$ cat config.mk
export PLATFORM = sky130hd
export DESIGN_NAME = cact_top
export DESIGN_NICKNAME = d
export VERILOG_FILES = /design/src/verilog/cact_pkg.sv /design/src/verilog/cact_top.sv
export VERILOG_INCLUDE_DIRS = /design/src /design/src/verilog
export SDC_FILE = /design/constraint.sdc
export NUM_CORES = 1
export LEC_CHECK = 0
export BUFFER_PORTS_ARGS = -buffer_cell sky130_fd_sc_hd__buf_4
export CAP_MARGIN = 30
export CELL_PAD_IN_SITES_DETAIL_PLACEMENT = 1
export CELL_PAD_IN_SITES_GLOBAL_PLACEMENT = 2
export CORE_UTILIZATION = 32
export DETAILED_ROUTE_END_ITERATION = 10
export PLACE_DENSITY = 0.79
export SYNTH_ARGS = -nofsm -noshare
export SYNTH_HDL_FRONTEND = slang
export SYNTH_SLANG_ARGS = --single-unit
export TNS_END_PERCENT = 10
$ cat constraint.sdc
create_clock -name aclk -period 2.4 [get_ports aclk]
set_input_delay 0.12 -clock aclk [delete_from_list [all_inputs] [get_ports aclk]]
set_output_delay 0.12 -clock aclk [all_outputs]
set_load 0.05 [all_outputs]
$ cat src/verilog/cact_consts.svh
// Register indices, field positions, reset values and counts for the channel control block
`ifndef CACT_CONSTS_SVH
`define CACT_CONSTS_SVH
// ----------------------------------------
// Register indices (byte address = 4 x index)
// ----------------------------------------
`define CACT_IDX_LINE_CFG     6'h06
`define CACT_IDX_ALARM_CTL    6'h08
`define CACT_IDX_TX_RESET     6'h09
`define CACT_IDX_LABEL_TRACE  6'h10
`define CACT_IDX_IRQ_STATUS   6'h14
`define CACT_IDX_IRQ_MASK     6'h15
`define CACT_IDX_LIVE_STATE   6'h16
`define CACT_IDX_COUNTERS     6'h17
// ----------------------------------------
// Writable bit masks and reset values
// ----------------------------------------
`define CACT_LINE_CFG_MASK    8'hcf
`define CACT_ALARM_CTL_MASK   8'h1f
`define CACT_TX_RESET_MASK    8'h01
`define CACT_LABEL_MASK       8'h3f
`define CACT_IRQ_MASK_BITS    8'h07
`define CACT_REG_RESET        8'h00
// ----------------------------------------
// Field positions
// ----------------------------------------
`define CACT_LINE_IF_HI       7
`define CACT_LINE_IF_LO       6
`define CACT_RDI_SINGLE       3
`define CACT_DROP_SIDE        2
`define CACT_ROUTE_HI         1
`define CACT_ROUTE_LO         0
`define CACT_OVH_CLK_SEL      4
`define CACT_RDI_AUTO_EN      3
`define CACT_TC_AUTO_EN       2
`define CACT_AIS_AUTO_EN      1
`define CACT_AIS_FORCE        0
`define CACT_TANDEM_EN        5
`define CACT_LABEL_HI         4
`define CACT_LABEL_LO         2
`define CACT_IRQ_LABEL        0
`define CACT_IRQ_ALARM        1
`define CACT_IRQ_RESET        2
// ----------------------------------------
// Counter presets, bus answers, clock divider
// ----------------------------------------
`define CACT_SAT_CLEAR        8'h00
`define CACT_NSAT8_PRESET     8'hfe
`define CACT_NSAT16_PRESET    16'hfffe
`define CACT_SAT_MAX          8'hff
`define CACT_RESP_OKAY        2'b00
`define CACT_RESP_SLVERR      2'b10
`define CACT_LINE_IF_VT       2'b11
`define CACT_TRIB_HALF_DIV    16
`endif

$ cat src/verilog/cact_pkg.sv
// Types shared by the channel control block
package cact_pkg;
   typedef enum logic [1:0] {
      CACT_ROUTE_DROP = 2'b00,
      CACT_ROUTE_SAME = 2'b01,
      CACT_ROUTE_MUX  = 2'b10,
      CACT_ROUTE_DUAL = 2'b11
   } cact_route_t;
   typedef enum logic [1:0] {
      CACT_J2_16_ROT   = 2'b00,
      CACT_J2_16_ALIGN = 2'b01,
      CACT_J2_64_ROT   = 2'b10,
      CACT_J2_64_CRLF  = 2'b11
   } cact_j2_mode_t;
endpackage

$ cat src/verilog/cact_top.sv
// Channel alarm action, routing, label and trace mode control with AXI4-Lite registers
//
// The AXI4-Lite slave port is this design's own decision.
`timescale 1ns/100ps
`default_nettype none
`include "cact_consts.svh"
module cact_top #(
   parameter int TRIB_HALF_DIV = `CACT_TRIB_HALF_DIV
) (
   // Clock and reset
   input  wire logic        aclk,
   input  wire logic        aresetn,
   // AXI4-Lite slave
   input  wire logic [7:0]  s_awaddr,
   input  wire logic        s_awvalid,
   output logic             s_awready,
   input  wire logic [31:0] s_wdata,
   input  wire logic [3:0]  s_wstrb,
   input  wire logic        s_wvalid,
   output logic             s_wready,
   output logic [1:0]       s_bresp,
   output logic             s_bvalid,
   input  wire logic        s_bready,
   input  wire logic [7:0]  s_araddr,
   input  wire logic        s_arvalid,
   output logic             s_arready,
   output logic [31:0]      s_rdata,
   output logic [1:0]       s_rresp,
   output logic             s_rvalid,
   input  wire logic        s_rready,
   // Drop side status
   input  wire logic        drop_alarm_a,
   input  wire logic        drop_alarm_b,
   input  wire logic        ovh_byte_time,
   input  wire logic [7:0]  v5_byte,
   input  wire logic        v5_valid,
   // Add side events
   input  wire logic        add_frame_tick,
   input  wire logic        add_error,
   // Receive actions
   output logic             rx_tributary_out_clock,
   output logic             rx_ovh_shift_out,
   output logic             rdi_auto,
   output logic             rdi_single_form,
   output logic             tc_rdi_auto,
   output logic             tc_odi_auto,
   output logic             line_ais_out,
   // Routing, trace and label
   output logic             drop_from_b,
   output logic             add_to_a,
   output logic             add_to_b,
   output logic             tandem_active,
   output logic             trace_len64,
   output logic             trace_aligned,
   output logic             trace_compare,
   output logic             label_mismatch,
   // Add side init and interrupt
   output logic             add_init_pulse,
   output logic             irq
);
   // ----------------------------------------
   // Registers and bus decode
   // ----------------------------------------
   logic [7:0]  line_cfg_r, alarm_ctl_r, tx_reset_r, label_r, irq_stat_r, irq_mask_r;
   logic [7:0]  sat_cnt_r, nsat8_r;
   logic [15:0] nsat16_r;
   logic        aw_rdy_r, b_vld_r, ar_rdy_r, r_vld_r;
   logic [1:0]  b_resp_r, r_resp_r;
   logic [31:0] r_data_r;
   logic        mismatch_r, alarm_d_r, init_r;
   logic [15:0] div_cnt_r;
   logic        trib_clk_r, ovh_shift_r, rdi_r, single_r, tc_rdi_r, tc_odi_r, ais_r;
   logic        from_b_r, add_a_r, add_b_r, tc_act_r, len64_r, align_r, cmp_r, irq_r;
   wire         wr_go    = aw_rdy_r & s_awvalid & s_wvalid;
   wire [5:0]   wr_idx   = s_awaddr[7:2];
   wire [5:0]   rd_idx   = s_araddr[7:2];
   wire [7:0]   wd       = s_wdata[7:0];
   wire         wr_lane  = wr_go & s_wstrb[0];
   wire         we_line  = wr_lane & (wr_idx == `CACT_IDX_LINE_CFG);
   wire         we_alarm = wr_lane & (wr_idx == `CACT_IDX_ALARM_CTL);
   wire         we_rst   = wr_lane & (wr_idx == `CACT_IDX_TX_RESET);
   wire         we_label = wr_lane & (wr_idx == `CACT_IDX_LABEL_TRACE);
   wire         we_stat  = wr_lane & (wr_idx == `CACT_IDX_IRQ_STATUS);
   wire         we_mask  = wr_lane & (wr_idx == `CACT_IDX_IRQ_MASK);
   wire         wr_hit   = (wr_idx == `CACT_IDX_LINE_CFG) | (wr_idx == `CACT_IDX_ALARM_CTL) |
                           (wr_idx == `CACT_IDX_TX_RESET) | (wr_idx == `CACT_IDX_LABEL_TRACE) |
                           (wr_idx == `CACT_IDX_IRQ_STATUS) | (wr_idx == `CACT_IDX_IRQ_MASK) |
                           (wr_idx == `CACT_IDX_LIVE_STATE) | (wr_idx == `CACT_IDX_COUNTERS);
   wire         rd_go    = ar_rdy_r & s_arvalid;
   wire [7:0]   live     = {1'b0, init_r, tc_act_r, ais_r, tc_rdi_r, rdi_r, alarm_d_r, mismatch_r};
   logic [31:0] rd_mux;
   logic        rd_hit;
   always_comb begin
      rd_hit = 1'b1;
      rd_mux = 32'h00000000;
      unique case (rd_idx)
         `CACT_IDX_LINE_CFG:    rd_mux = {24'h000000, line_cfg_r};
         `CACT_IDX_ALARM_CTL:   rd_mux = {24'h000000, alarm_ctl_r};
         `CACT_IDX_TX_RESET:    rd_mux = {24'h000000, tx_reset_r};
         `CACT_IDX_LABEL_TRACE: rd_mux = {24'h000000, label_r};
         `CACT_IDX_IRQ_STATUS:  rd_mux = {24'h000000, irq_stat_r};
         `CACT_IDX_IRQ_MASK:    rd_mux = {24'h000000, irq_mask_r};
         `CACT_IDX_LIVE_STATE:  rd_mux = {24'h000000, live};
         `CACT_IDX_COUNTERS:    rd_mux = {nsat16_r, nsat8_r, sat_cnt_r};
         default:               rd_hit = 1'b0;
      endcase
   end
   // ----------------------------------------
   // AXI4-Lite handshakes
   // ----------------------------------------
   always_ff @(posedge aclk) begin
      if (!aresetn) begin
         aw_rdy_r <= 1'b0;
         b_vld_r  <= 1'b0;
         b_resp_r <= `CACT_RESP_OKAY;
         ar_rdy_r <= 1'b0;
         r_vld_r  <= 1'b0;
         r_resp_r <= `CACT_RESP_OKAY;
         r_data_r <= 32'h00000000;
      end else begin
         aw_rdy_r <= s_awvalid & s_wvalid & ~aw_rdy_r & ~b_vld_r;
         if (wr_go) begin
            b_vld_r  <= 1'b1;
            b_resp_r <= wr_hit ? `CACT_RESP_OKAY : `CACT_RESP_SLVERR;
         end else if (s_bready)
            b_vld_r <= 1'b0;
         ar_rdy_r <= s_arvalid & ~ar_rdy_r & ~r_vld_r;
         if (rd_go) begin
            r_vld_r  <= 1'b1;
            r_data_r <= rd_mux;
            r_resp_r <= rd_hit ? `CACT_RESP_OKAY : `CACT_RESP_SLVERR;
         end else if (s_rready)
            r_vld_r <= 1'b0;
      end
   end
   // ----------------------------------------
   // Control registers and decoded controls
   // ----------------------------------------
   always_ff @(posedge aclk) begin
      if (!aresetn) begin
         line_cfg_r  <= `CACT_REG_RESET;
         alarm_ctl_r <= `CACT_REG_RESET;
         tx_reset_r  <= `CACT_REG_RESET;
         label_r     <= `CACT_REG_RESET;
         irq_mask_r  <= `CACT_REG_RESET;
      end else begin
         if (we_line)  line_cfg_r  <= wd & `CACT_LINE_CFG_MASK;
         if (we_alarm) alarm_ctl_r <= wd & `CACT_ALARM_CTL_MASK;
         if (we_rst)   tx_reset_r  <= wd & `CACT_TX_RESET_MASK;
         if (we_label) label_r     <= wd & `CACT_LABEL_MASK;
         if (we_mask)  irq_mask_r  <= wd & `CACT_IRQ_MASK_BITS;
      end
   end
   wire        vt_if    = line_cfg_r[`CACT_LINE_IF_HI:`CACT_LINE_IF_LO] == `CACT_LINE_IF_VT;
   wire        ovh_sel  = alarm_ctl_r[`CACT_OVH_CLK_SEL];
   wire        side_b   = line_cfg_r[`CACT_DROP_SIDE];
   wire cact_pkg::cact_route_t route =
      cact_pkg::cact_route_t'(line_cfg_r[`CACT_ROUTE_HI:`CACT_ROUTE_LO]);
   wire cact_pkg::cact_j2_mode_t j2 = cact_pkg::cact_j2_mode_t'(label_r[1:0]);
   wire        sel_alarm = side_b ? drop_alarm_b : drop_alarm_a;
   wire        gap_now   = vt_if & ~ovh_sel & ovh_byte_time;
   wire        rst_go    = we_rst & wd[0];
   wire        div_end   = div_cnt_r == 16'(TRIB_HALF_DIV - 1);
   wire        tc_ok     = label_r[`CACT_TANDEM_EN] & ~label_r[1];
   // ----------------------------------------
   // Receive actions, routing, trace and label
   // ----------------------------------------
   // Clock held low through overhead times instead of stretched, so payload rate is kept
   always_ff @(posedge aclk) begin
      if (!aresetn) begin
         div_cnt_r   <= 16'h0000;
         trib_clk_r  <= 1'b0;
         ovh_shift_r <= 1'b0;
         rdi_r       <= 1'b0;
         single_r    <= 1'b0;
         tc_rdi_r    <= 1'b0;
         tc_odi_r    <= 1'b0;
         ais_r       <= 1'b0;
      end else begin
         div_cnt_r   <= div_end ? 16'h0000 : div_cnt_r + 16'h0001;
         if (gap_now)
            trib_clk_r <= 1'b0;
         else if (div_end & vt_if)
            trib_clk_r <= ~trib_clk_r;
         ovh_shift_r <= vt_if & ovh_sel;
         rdi_r       <= alarm_ctl_r[`CACT_RDI_AUTO_EN] & sel_alarm;
         single_r    <= line_cfg_r[`CACT_RDI_SINGLE];
         tc_rdi_r    <= alarm_ctl_r[`CACT_TC_AUTO_EN] & sel_alarm & tc_ok;
         tc_odi_r    <= alarm_ctl_r[`CACT_TC_AUTO_EN] & sel_alarm & tc_ok;
         ais_r       <= alarm_ctl_r[`CACT_AIS_FORCE] |
                        (alarm_ctl_r[`CACT_AIS_AUTO_EN] & sel_alarm);
      end
   end
   always_ff @(posedge aclk) begin
      if (!aresetn) begin
         from_b_r   <= 1'b0;
         add_a_r    <= 1'b0;
         add_b_r    <= 1'b0;
         tc_act_r   <= 1'b0;
         len64_r    <= 1'b0;
         align_r    <= 1'b0;
         cmp_r      <= 1'b0;
         mismatch_r <= 1'b0;
      end else begin
         from_b_r <= side_b;
         add_a_r  <= (route == cact_pkg::CACT_ROUTE_DUAL) |
                     ((route == cact_pkg::CACT_ROUTE_SAME) & ~side_b) |
                     ((route == cact_pkg::CACT_ROUTE_MUX) & side_b);
         add_b_r  <= (route == cact_pkg::CACT_ROUTE_DUAL) |
                     ((route == cact_pkg::CACT_ROUTE_SAME) & side_b) |
                     ((route == cact_pkg::CACT_ROUTE_MUX) & ~side_b);
         tc_act_r <= tc_ok;
         len64_r  <= label_r[1];
         align_r  <= j2 == cact_pkg::CACT_J2_16_ALIGN | j2 == cact_pkg::CACT_J2_64_CRLF;
         cmp_r    <= j2 == cact_pkg::CACT_J2_16_ALIGN;
         if (v5_valid)
            mismatch_r <= label_r[`CACT_LABEL_HI:`CACT_LABEL_LO] != v5_byte[3:1];
      end
   end
   // ----------------------------------------
   // Add side counters, init and interrupts
   // ----------------------------------------
   always_ff @(posedge aclk) begin
      if (!aresetn) begin
         sat_cnt_r <= `CACT_SAT_CLEAR;
         nsat8_r   <= `CACT_NSAT8_PRESET;
         nsat16_r  <= `CACT_NSAT16_PRESET;
         init_r    <= 1'b0;
      end else begin
         init_r <= rst_go;
         if (rst_go) begin
            sat_cnt_r <= `CACT_SAT_CLEAR;
            nsat8_r   <= `CACT_NSAT8_PRESET;
            nsat16_r  <= `CACT_NSAT16_PRESET;
         end else begin
            if (add_error && sat_cnt_r != `CACT_SAT_MAX)
               sat_cnt_r <= sat_cnt_r + 8'h01;
            if (add_frame_tick) begin
               nsat8_r  <= nsat8_r + 8'h01;
               nsat16_r <= nsat16_r + 16'h0001;
            end
         end
      end
   end
   wire [7:0] irq_evt = {5'h00, init_r, sel_alarm & ~alarm_d_r,
                         v5_valid & ~mismatch_r &
                         (label_r[`CACT_LABEL_HI:`CACT_LABEL_LO] != v5_byte[3:1])};
   // A new event in the clearing cycle survives the write-one-to-clear
   always_ff @(posedge aclk) begin
      if (!aresetn) begin
         irq_stat_r <= `CACT_REG_RESET;
         alarm_d_r  <= 1'b0;
         irq_r      <= 1'b0;
      end else begin
         alarm_d_r  <= sel_alarm;
         irq_stat_r <= (irq_stat_r & ~(we_stat ? wd : 8'h00)) | irq_evt;
         irq_r      <= |(irq_stat_r & irq_mask_r);
      end
   end
   // ----------------------------------------
   // Outputs
   // ----------------------------------------
   assign s_awready = aw_rdy_r;
   assign s_wready  = aw_rdy_r;
   assign s_bvalid  = b_vld_r;
   assign s_bresp   = b_resp_r;
   assign s_arready = ar_rdy_r;
   assign s_rvalid  = r_vld_r;
   assign s_rresp   = r_resp_r;
   assign s_rdata   = r_data_r;
   assign rx_tributary_out_clock = trib_clk_r;
   assign rx_ovh_shift_out       = ovh_shift_r;
   assign rdi_auto               = rdi_r;
   assign rdi_single_form        = single_r;
   assign tc_rdi_auto            = tc_rdi_r;
   assign tc_odi_auto            = tc_odi_r;
   assign line_ais_out           = ais_r;
   assign drop_from_b            = from_b_r;
   assign add_to_a               = add_a_r;
   assign add_to_b               = add_b_r;
   assign tandem_active          = tc_act_r;
   assign trace_len64            = len64_r;
   assign trace_aligned          = align_r;
   assign trace_compare          = cmp_r;
   assign label_mismatch         = mismatch_r;
   assign add_init_pulse         = init_r;
   assign irq                    = irq_r;
endmodule
`default_nettype wire

==> results of run 1 <==
synth_stat cells, types with 2 or more instances:
library cell | instances | area (um^2)
xnor2_1 | 21 | 184
a22oi_1 | 26 | 195
dfxtp_1 | 132 | 2640
buf_1 | 2 | 7.51
nor4_4 | 2 | 42.5
a211oi_1 | 3 | 22.5
or3b_2 | 3 | 26.3
a32o_1 | 3 | 30.0
ha_1 | 4 | 50.1
or4_1 | 4 | 30.0
o21ai_0 | 8 | 40.0
nor2_1 | 82 | 308
nand2b_1 | 2 | 12.5
nand3b_1 | 2 | 15.0
o2111ai_1 | 2 | 17.5
buf_2 | 6 | 30.0
inv_1 | 8 | 30.0
nand3_1 | 22 | 110
nor3_1 | 11 | 55.1
clkbuf_1 | 23 | 86.3
a21oi_1 | 14 | 70.1
and3_1 | 14 | 87.6
a221oi_1 | 4 | 35.0
o31ai_1 | 6 | 45.0
nand4_1 | 15 | 93.8
and2_1 | 10 | 62.6
or3_1 | 2 | 12.5
nor3b_1 | 3 | 22.5
a32oi_1 | 2 | 17.5
o211a_1 | 2 | 20.0
o21bai_1 | 2 | 15.0
nor4_1 | 10 | 62.6
mux2i_1 | 32 | 320
buf_6 | 2 | 22.5
a222oi_1 | 4 | 40.0
mux4_2 | 3 | 67.6
and4_1 | 3 | 26.3
nor4bb_1 | 2 | 20.0
xor2_1 | 20 | 175
o21a_1 | 2 | 15.0
nand2_1 | 50 | 188
a21boi_0 | 3 | 22.5
buf_4 | 4 | 30.0
cells by family (layout without fill, tap and decap cells):
logic type / Yosys count / count (layout)
DFF: 132 / 132
xor gates and xnor gates: 41 / 41
buffers and inverters: 45 / 155
muxes: 36 / 36
adders and majority gates: 4 / 4
and+or+nand+nor: 246 / 246
other: 1 / 2
AOI/OAI and AO/OA: 87 / 87
flip-flops by register name, summed over array words and instances (netlist names), 3 cells and up:
register,cells
label_r,6
div_cnt_r,16
irq_stat_r,8
nsat16_r,16
line_cfg_r,6
alarm_ctl_r,5
s_rdata,32
sat_cnt_r,8
irq_mask_r,3
nsat8_r,8
layout make-up:
| class | count | area (um^2) |
|---|---|---|
| fill | 1947 | 9530 |
| multi-input combinational | 416 | 2730 |
| sequential | 132 | 2640 |
| timing repair buffer | 116 | 906 |
| clock buffer | 19 | 453 |
| tap | 220 | 275 |
| clock inverter | 12 | 250 |
| inverter | 8 | 30.0 |
per-layer routing:
layer | up-vias | routed length [um] | global-route usage [%]
li1 | 2312 | - | -
met1 | 2417 | 7370 | 23.7
met2 | 102 | 8060 | 32.5
met3 | 17 | 820 | 4.88
met4 | 0 | 246 | 6.24
met5 | - | 0 | 0
final timing paths:
kind	from	to	slack [ns]	cells past startpoint
setup / recovery	div_cnt_r[0]	div_cnt_r[0]	0.50	5
hold / removal	s_wdata[0]	alarm_ctl_r[0]	0.03	3
setup reg to reg	div_cnt_r[0]	div_cnt_r[0]	0.50	5
hold reg to reg	irq_stat_r[6]	irq_stat_r[6]	0.43	2
critical path, cell delays in order, from the launching register on:
cell	delay [ns]
dfxtp_1	0.40
ha_1	0.21
and3_1	0.35
nand4_1	0.25
nand2_1	0.44
nor2_1	0.12
power groups by stage:
stage          Sequential, mW  Clock (mW)  Combinational [mW]
5_1_grt                  2.32        3.25               0.450
3_3_place_gp             2.36           0               0.375
4_1_cts                  2.32        3.16               0.414
2_1_floorplan            2.36           0               0.246
3_5_place_dp             2.36           0               0.389
6_report                 2.32        3.10               0.409
per-stage QoR:
| step | power [mW] | cell area (um^2) |
|---|---|---|
| after floorplan | 2.60 | 5580 |
| after global placement | 2.73 | 6450 |
| after detailed placement | 2.75 | 6450 |
| after CTS | 5.88 | 7290 |
| after global routing | 6.03 | 7290 |
| final | 5.82 | 7290 |
==> results_dict.tcl, run 1 <==
set metrics [dict create \
    peakVddDrop_mv 0.502 \
    comb_power_share_pct 7.0 \
    postCtsSetupRepairBufs 0 \
    critPathKind "flop to flop" \
    antenna_found_initial 0 \
    cts_tree "built" \
    syn-instance-count 592 \
    synthSimpleGateAreaFrac_pct 22.9 \
    rows 47 \
    synth-xor-area-share_pct 6.44 \
    yosysSeqAreaShare_pct 47.4 \
    viasPerCell 5.25 \
    p_int_mw 4.53 \
    synth_mux_area_share_pct 7.16 \
    port_buffers 92 \
    end_kind "flop" \
    ys_ff_latch 132 \
    finClkSkew_ns 0.00895 \
    utilization_pct 43.3 \
    post-route-min-period_ns 1.90 \
    min_path_type "primary input to flop" \
    dieArea_um2 18000 \
    ctsLongestPathBuffers 2 \
    rsz0062_at_grt "false" \
    chipWidth_um 134 \
    track_usage_pct 19.2 \
    final_common_cell "dfxtp_1" \
    drive_gt1_share_pct 21.2 \
    nets 768 \
    synth_edf_count 0 \
    h-tree-depth 4 \
    status "complete, no violations" \
    hold_buffers 14 \
    totalWireLength_um 16500 \
    hpwl_um 11400 \
    grt_max_degree 29 \
    critPathLaunchType "flop" \
    place_congestion 0.809 \
    grt_pass1_wl_um 26700 \
    max_freq_mhz 527 \
    netSwitchingFraction_pct 22.2 \
    slew_violations 0 \
    ios 131 \
    max_cap_viol_count 0 \
    place_ws_ns 0.297 \
    async_reset_ff_share_pct 0 \
    p_seq_share_pct 39.8 \
    fp.dieH_um 134 \
    final_cell_mix "dfxtp_1 (132), buf_4 (102), nor2_1 (82)" \
    syn_to_final_growth_pct 30.7 \
    post_drt_wl_per_cell_um 17.9 \
    ys_types 60 \
    antenna_cells 0 \
    fin_crit_sh_pct 79.0 \
    placed_cells 878 \
    antenna_left 0 \
    setup-violations-final 0 \
    arrival_ns 2.18 \
    cts.repair.resized 0 \
    cts_made_buffers 17 \
    grt_pass1_vias 5052 \
    syn_area_per_cell_um2 9.42 \
    initial_core_util_pct 33.2 \
    ys_warn_count 0 \
    p_leak_nw 2.98 \
    clk_latency_ns 0.42 \
    grt_overflow 0 \
    worst_slew_pin_slew_ns 0.765 \
    vias 4848 \
    drc 0 \
    synthAdderAreaFrac_pct 0.897 \
    finalHoldViolCount 0 \
    instances_no_fill 923 \
    power.switching_mw 1.29 \
    power_density_nw_per_um2 798 \
    synth_compound_area_share_pct 11.5 \
    power_frac_clock_pct 53.2 \
    finalSetupTns_ns 0 \
    clk_pin_slew_ns 0.06 \
    holdWs_ns 0.0253 \
    first_pass_iters 5 \
    drtIter0Drc 186 \
    required_ns 2.68 \
    mappedNetlistArea_um2 5580 \
    cts-root-buf "clkbuf_16" \
    path_max_fanout 14 \
    ys.flop_type "dfxtp_1" \
    postLayoutSetupSlackWorst_ns 0.503 \
    synth_top_family_by_area "simple AND/OR/NAND/NOR gates" \
    coreArea_um2 16800 \
    cts.sinks 132 \
    relSlewSlack_pct 48.7 \
]
Note: power is estimated with default switching activity, not from simulation.
==> run 2: changes to the inputs <==
==> constraint.sdc (replaced) <==
create_clock -name aclk -period 2 [get_ports aclk]
set_input_delay 0.1 -clock aclk [delete_from_list [all_inputs] [get_ports aclk]]
set_output_delay 0.1 -clock aclk [all_outputs]
set_load 0.05 [all_outputs]
==> run 2 against run 1 <==
Sequential share of layout area rose by 0.098 points. Highest routed layer unchanged. Core utilization decreased by 0.097 points. Combinational power up 23%.
==> results_dict.tcl, run 2 (synthesized netlist as in run 1, its figures left out) <==
set metrics [dict create \
    status "complete, no violations" \
    cp.buffers_inverters 2 \
    port_buffers 92 \
    ios 131 \
    finalSetupTns_ns 0 \
    largest_reg_flops 32 \
    r2r_cells 4 \
    cts_tree "built" \
    r2r_start "s_awready" \
    viasPerCell 5.17 \
    nFillCells 1972 \
    nets 777 \
    syn_to_final_growth_pct 30.4 \
    cts.sinks 132 \
    hpwl_um 11500 \
    startpoint "s_awaddr[7]" \
    vias 4826 \
    first_pass_iters 4 \
    final_cell_mix "dfxtp_1 (131), buf_4 (109), nor2_1 (82)" \
    post_drt_wl_per_cell_um 17.6 \
    initial_core_util_pct 33.2 \
    grt_pass1_vias 5135 \
    clk_latency_ns 0.42 \
    peakVddDrop_mv 0.588 \
    place_congestion 0.804 \
    fp.dieH_um 134 \
    cp_slowest_cell "or4_1" \
    coreArea_um2 16800 \
    drc 0 \
    path_depth 6 \
    totalWireLength_um 16400 \
    slew_violations 0 \
    antenna_cells 0 \
    max_cap_viol_count 0 \
    finClkSkew_ns 0.00678 \
    critPathLaunchType "primary input" \
    rsz0062_at_grt "false" \
    track_usage_pct 19.1 \
    drive_gt1_share_pct 22.2 \
    crit_family "simple AND/OR/NAND/NOR gates" \
    power_density_nw_per_um2 884 \
    postLayoutSetupSlackWorst_ns 0.0414 \
    critPathCapture "alarm_ctl_r[4]" \
    grt_pass1_wl_um 26700 \
    reg2reg_slack_ns 0.25 \
    rows 47 \
    critPathKind "primary input to flop" \
    cts_made_buffers 17 \
    arrival_ns 2.26 \
    finalHoldViolCount 0 \
    cp_cell_sequence "dlygate4sd3_1 > buf_4 > or3b_2 > or4_1 > mux2i_1 > nor2_1" \
    relSlewSlack_pct 42.0 \
    final_common_cell "dfxtp_1" \
    setup-violations-final 0 \
    grt_max_degree 29 \
    grt_overflow 0 \
    reg2reg_to "alarm_ctl_r[4]" \
    cts-root-buf "clkbuf_16" \
    path_max_fanout 5 \
    antenna_found_initial 0 \
    end_kind "flop" \
    drtIter0Drc 203 \
    p_leak_nw 2.98 \
    required_ns 2.30 \
    h-tree-depth 4 \
    clk_pin_slew_ns 0.06 \
    antenna_left 0 \
    place_ws_ns 0.132 \
    post-route-min-period_ns 1.96 \
    dieArea_um2 18000 \
    cp_slowest_stage_delay_ns 0.65 \
    chipWidth_um 134 \
    ctsLongestPathBuffers 2 \
    max_freq_mhz 511 \
    fin_crit_sh_pct 97.9 \
    worst_slew_pin_slew_ns 0.864 \
    min_path_type "primary input to flop" \
]
run 2: metrics by stage:
stage	utilization, %	hold WS, ns	cell area, um^2	cells	power [mW]
after global placement	38.6	0.286	6500	883	3.29
after global routing	43.2	0.0311	7270	933	6.67
final	43.2	0.0234	7270	933	6.43
after detailed placement	38.6	0.287	6500	883	3.31
after floorplan	-	0.187	5580	593	3.13
after CTS	43.1	0.0175	7250	930	6.49
run 2: cell type report:
cell class / count / area, um^2 / share of cell area (%)
multi-input combinational: 416 / 2740 / 37.6
sequential: 132 / 2640 / 36.3
timing repair buffer: 125 / 988 / 13.6
clock buffer: 24 / 502 / 6.90
tap: 220 / 275 / 3.78
clock inverter: 8 / 97.6 / 1.34
inverter: 8 / 30.0 / 0.413
run 2: worst min path at each step:
| stage | from | cells after the start | endpoint |
|---|---|---|---|
| 2_1_floorplan | s_wdata[7] | 1 | irq_stat_r[7] |
| 3_3_place_gp | s_wdata[5] | 2 | irq_stat_r[5] |
| 3_5_place_dp | s_wdata[6] | 2 | irq_stat_r[6] |
| 4_1_cts | s_wdata[0] | 3 | line_cfg_r[0] |
| 5_1_grt | s_wdata[0] | 3 | line_cfg_r[0] |
| 6_report | s_wdata[0] | 3 | line_cfg_r[0] |
run 2: per-layer routing:
| metal | up-vias | global-route usage, % | wire, um |
|---|---|---|---|
| li1 | 2329 | - | - |
| met1 | 2368 | 22.6 | 7210 |
| met2 | 104 | 32.8 | 8060 |
| met3 | 25 | 5.14 | 855 |
| met4 | 0 | 7.68 | 269 |
| met5 | - | 0 | 0 |
run 2: worst min-delay path, stage by stage:
cell and delay, ns:
buf_4 0.15, mux2i_1 0.09, nor2_1 0.07
run 2: what timing repair did:
action | CTS | global route
endpoints found under the hold margin | 28 | 0
resized for setup | 0 | 1
hold buffers | 15 | 0
setup buffers | 0 | 3
endpoints found under the setup margin | 0 | 27
run 2: where the power goes:
group	switching (mW)	total [mW]	leakage (nW)	internal (mW)
combinational	0.292	0.504	1.62	0.212
clock	1.15	3.14	0.288	1.99
sequential	0.0825	2.78	1.07	2.70
total	1.52	6.43	2.98	4.90
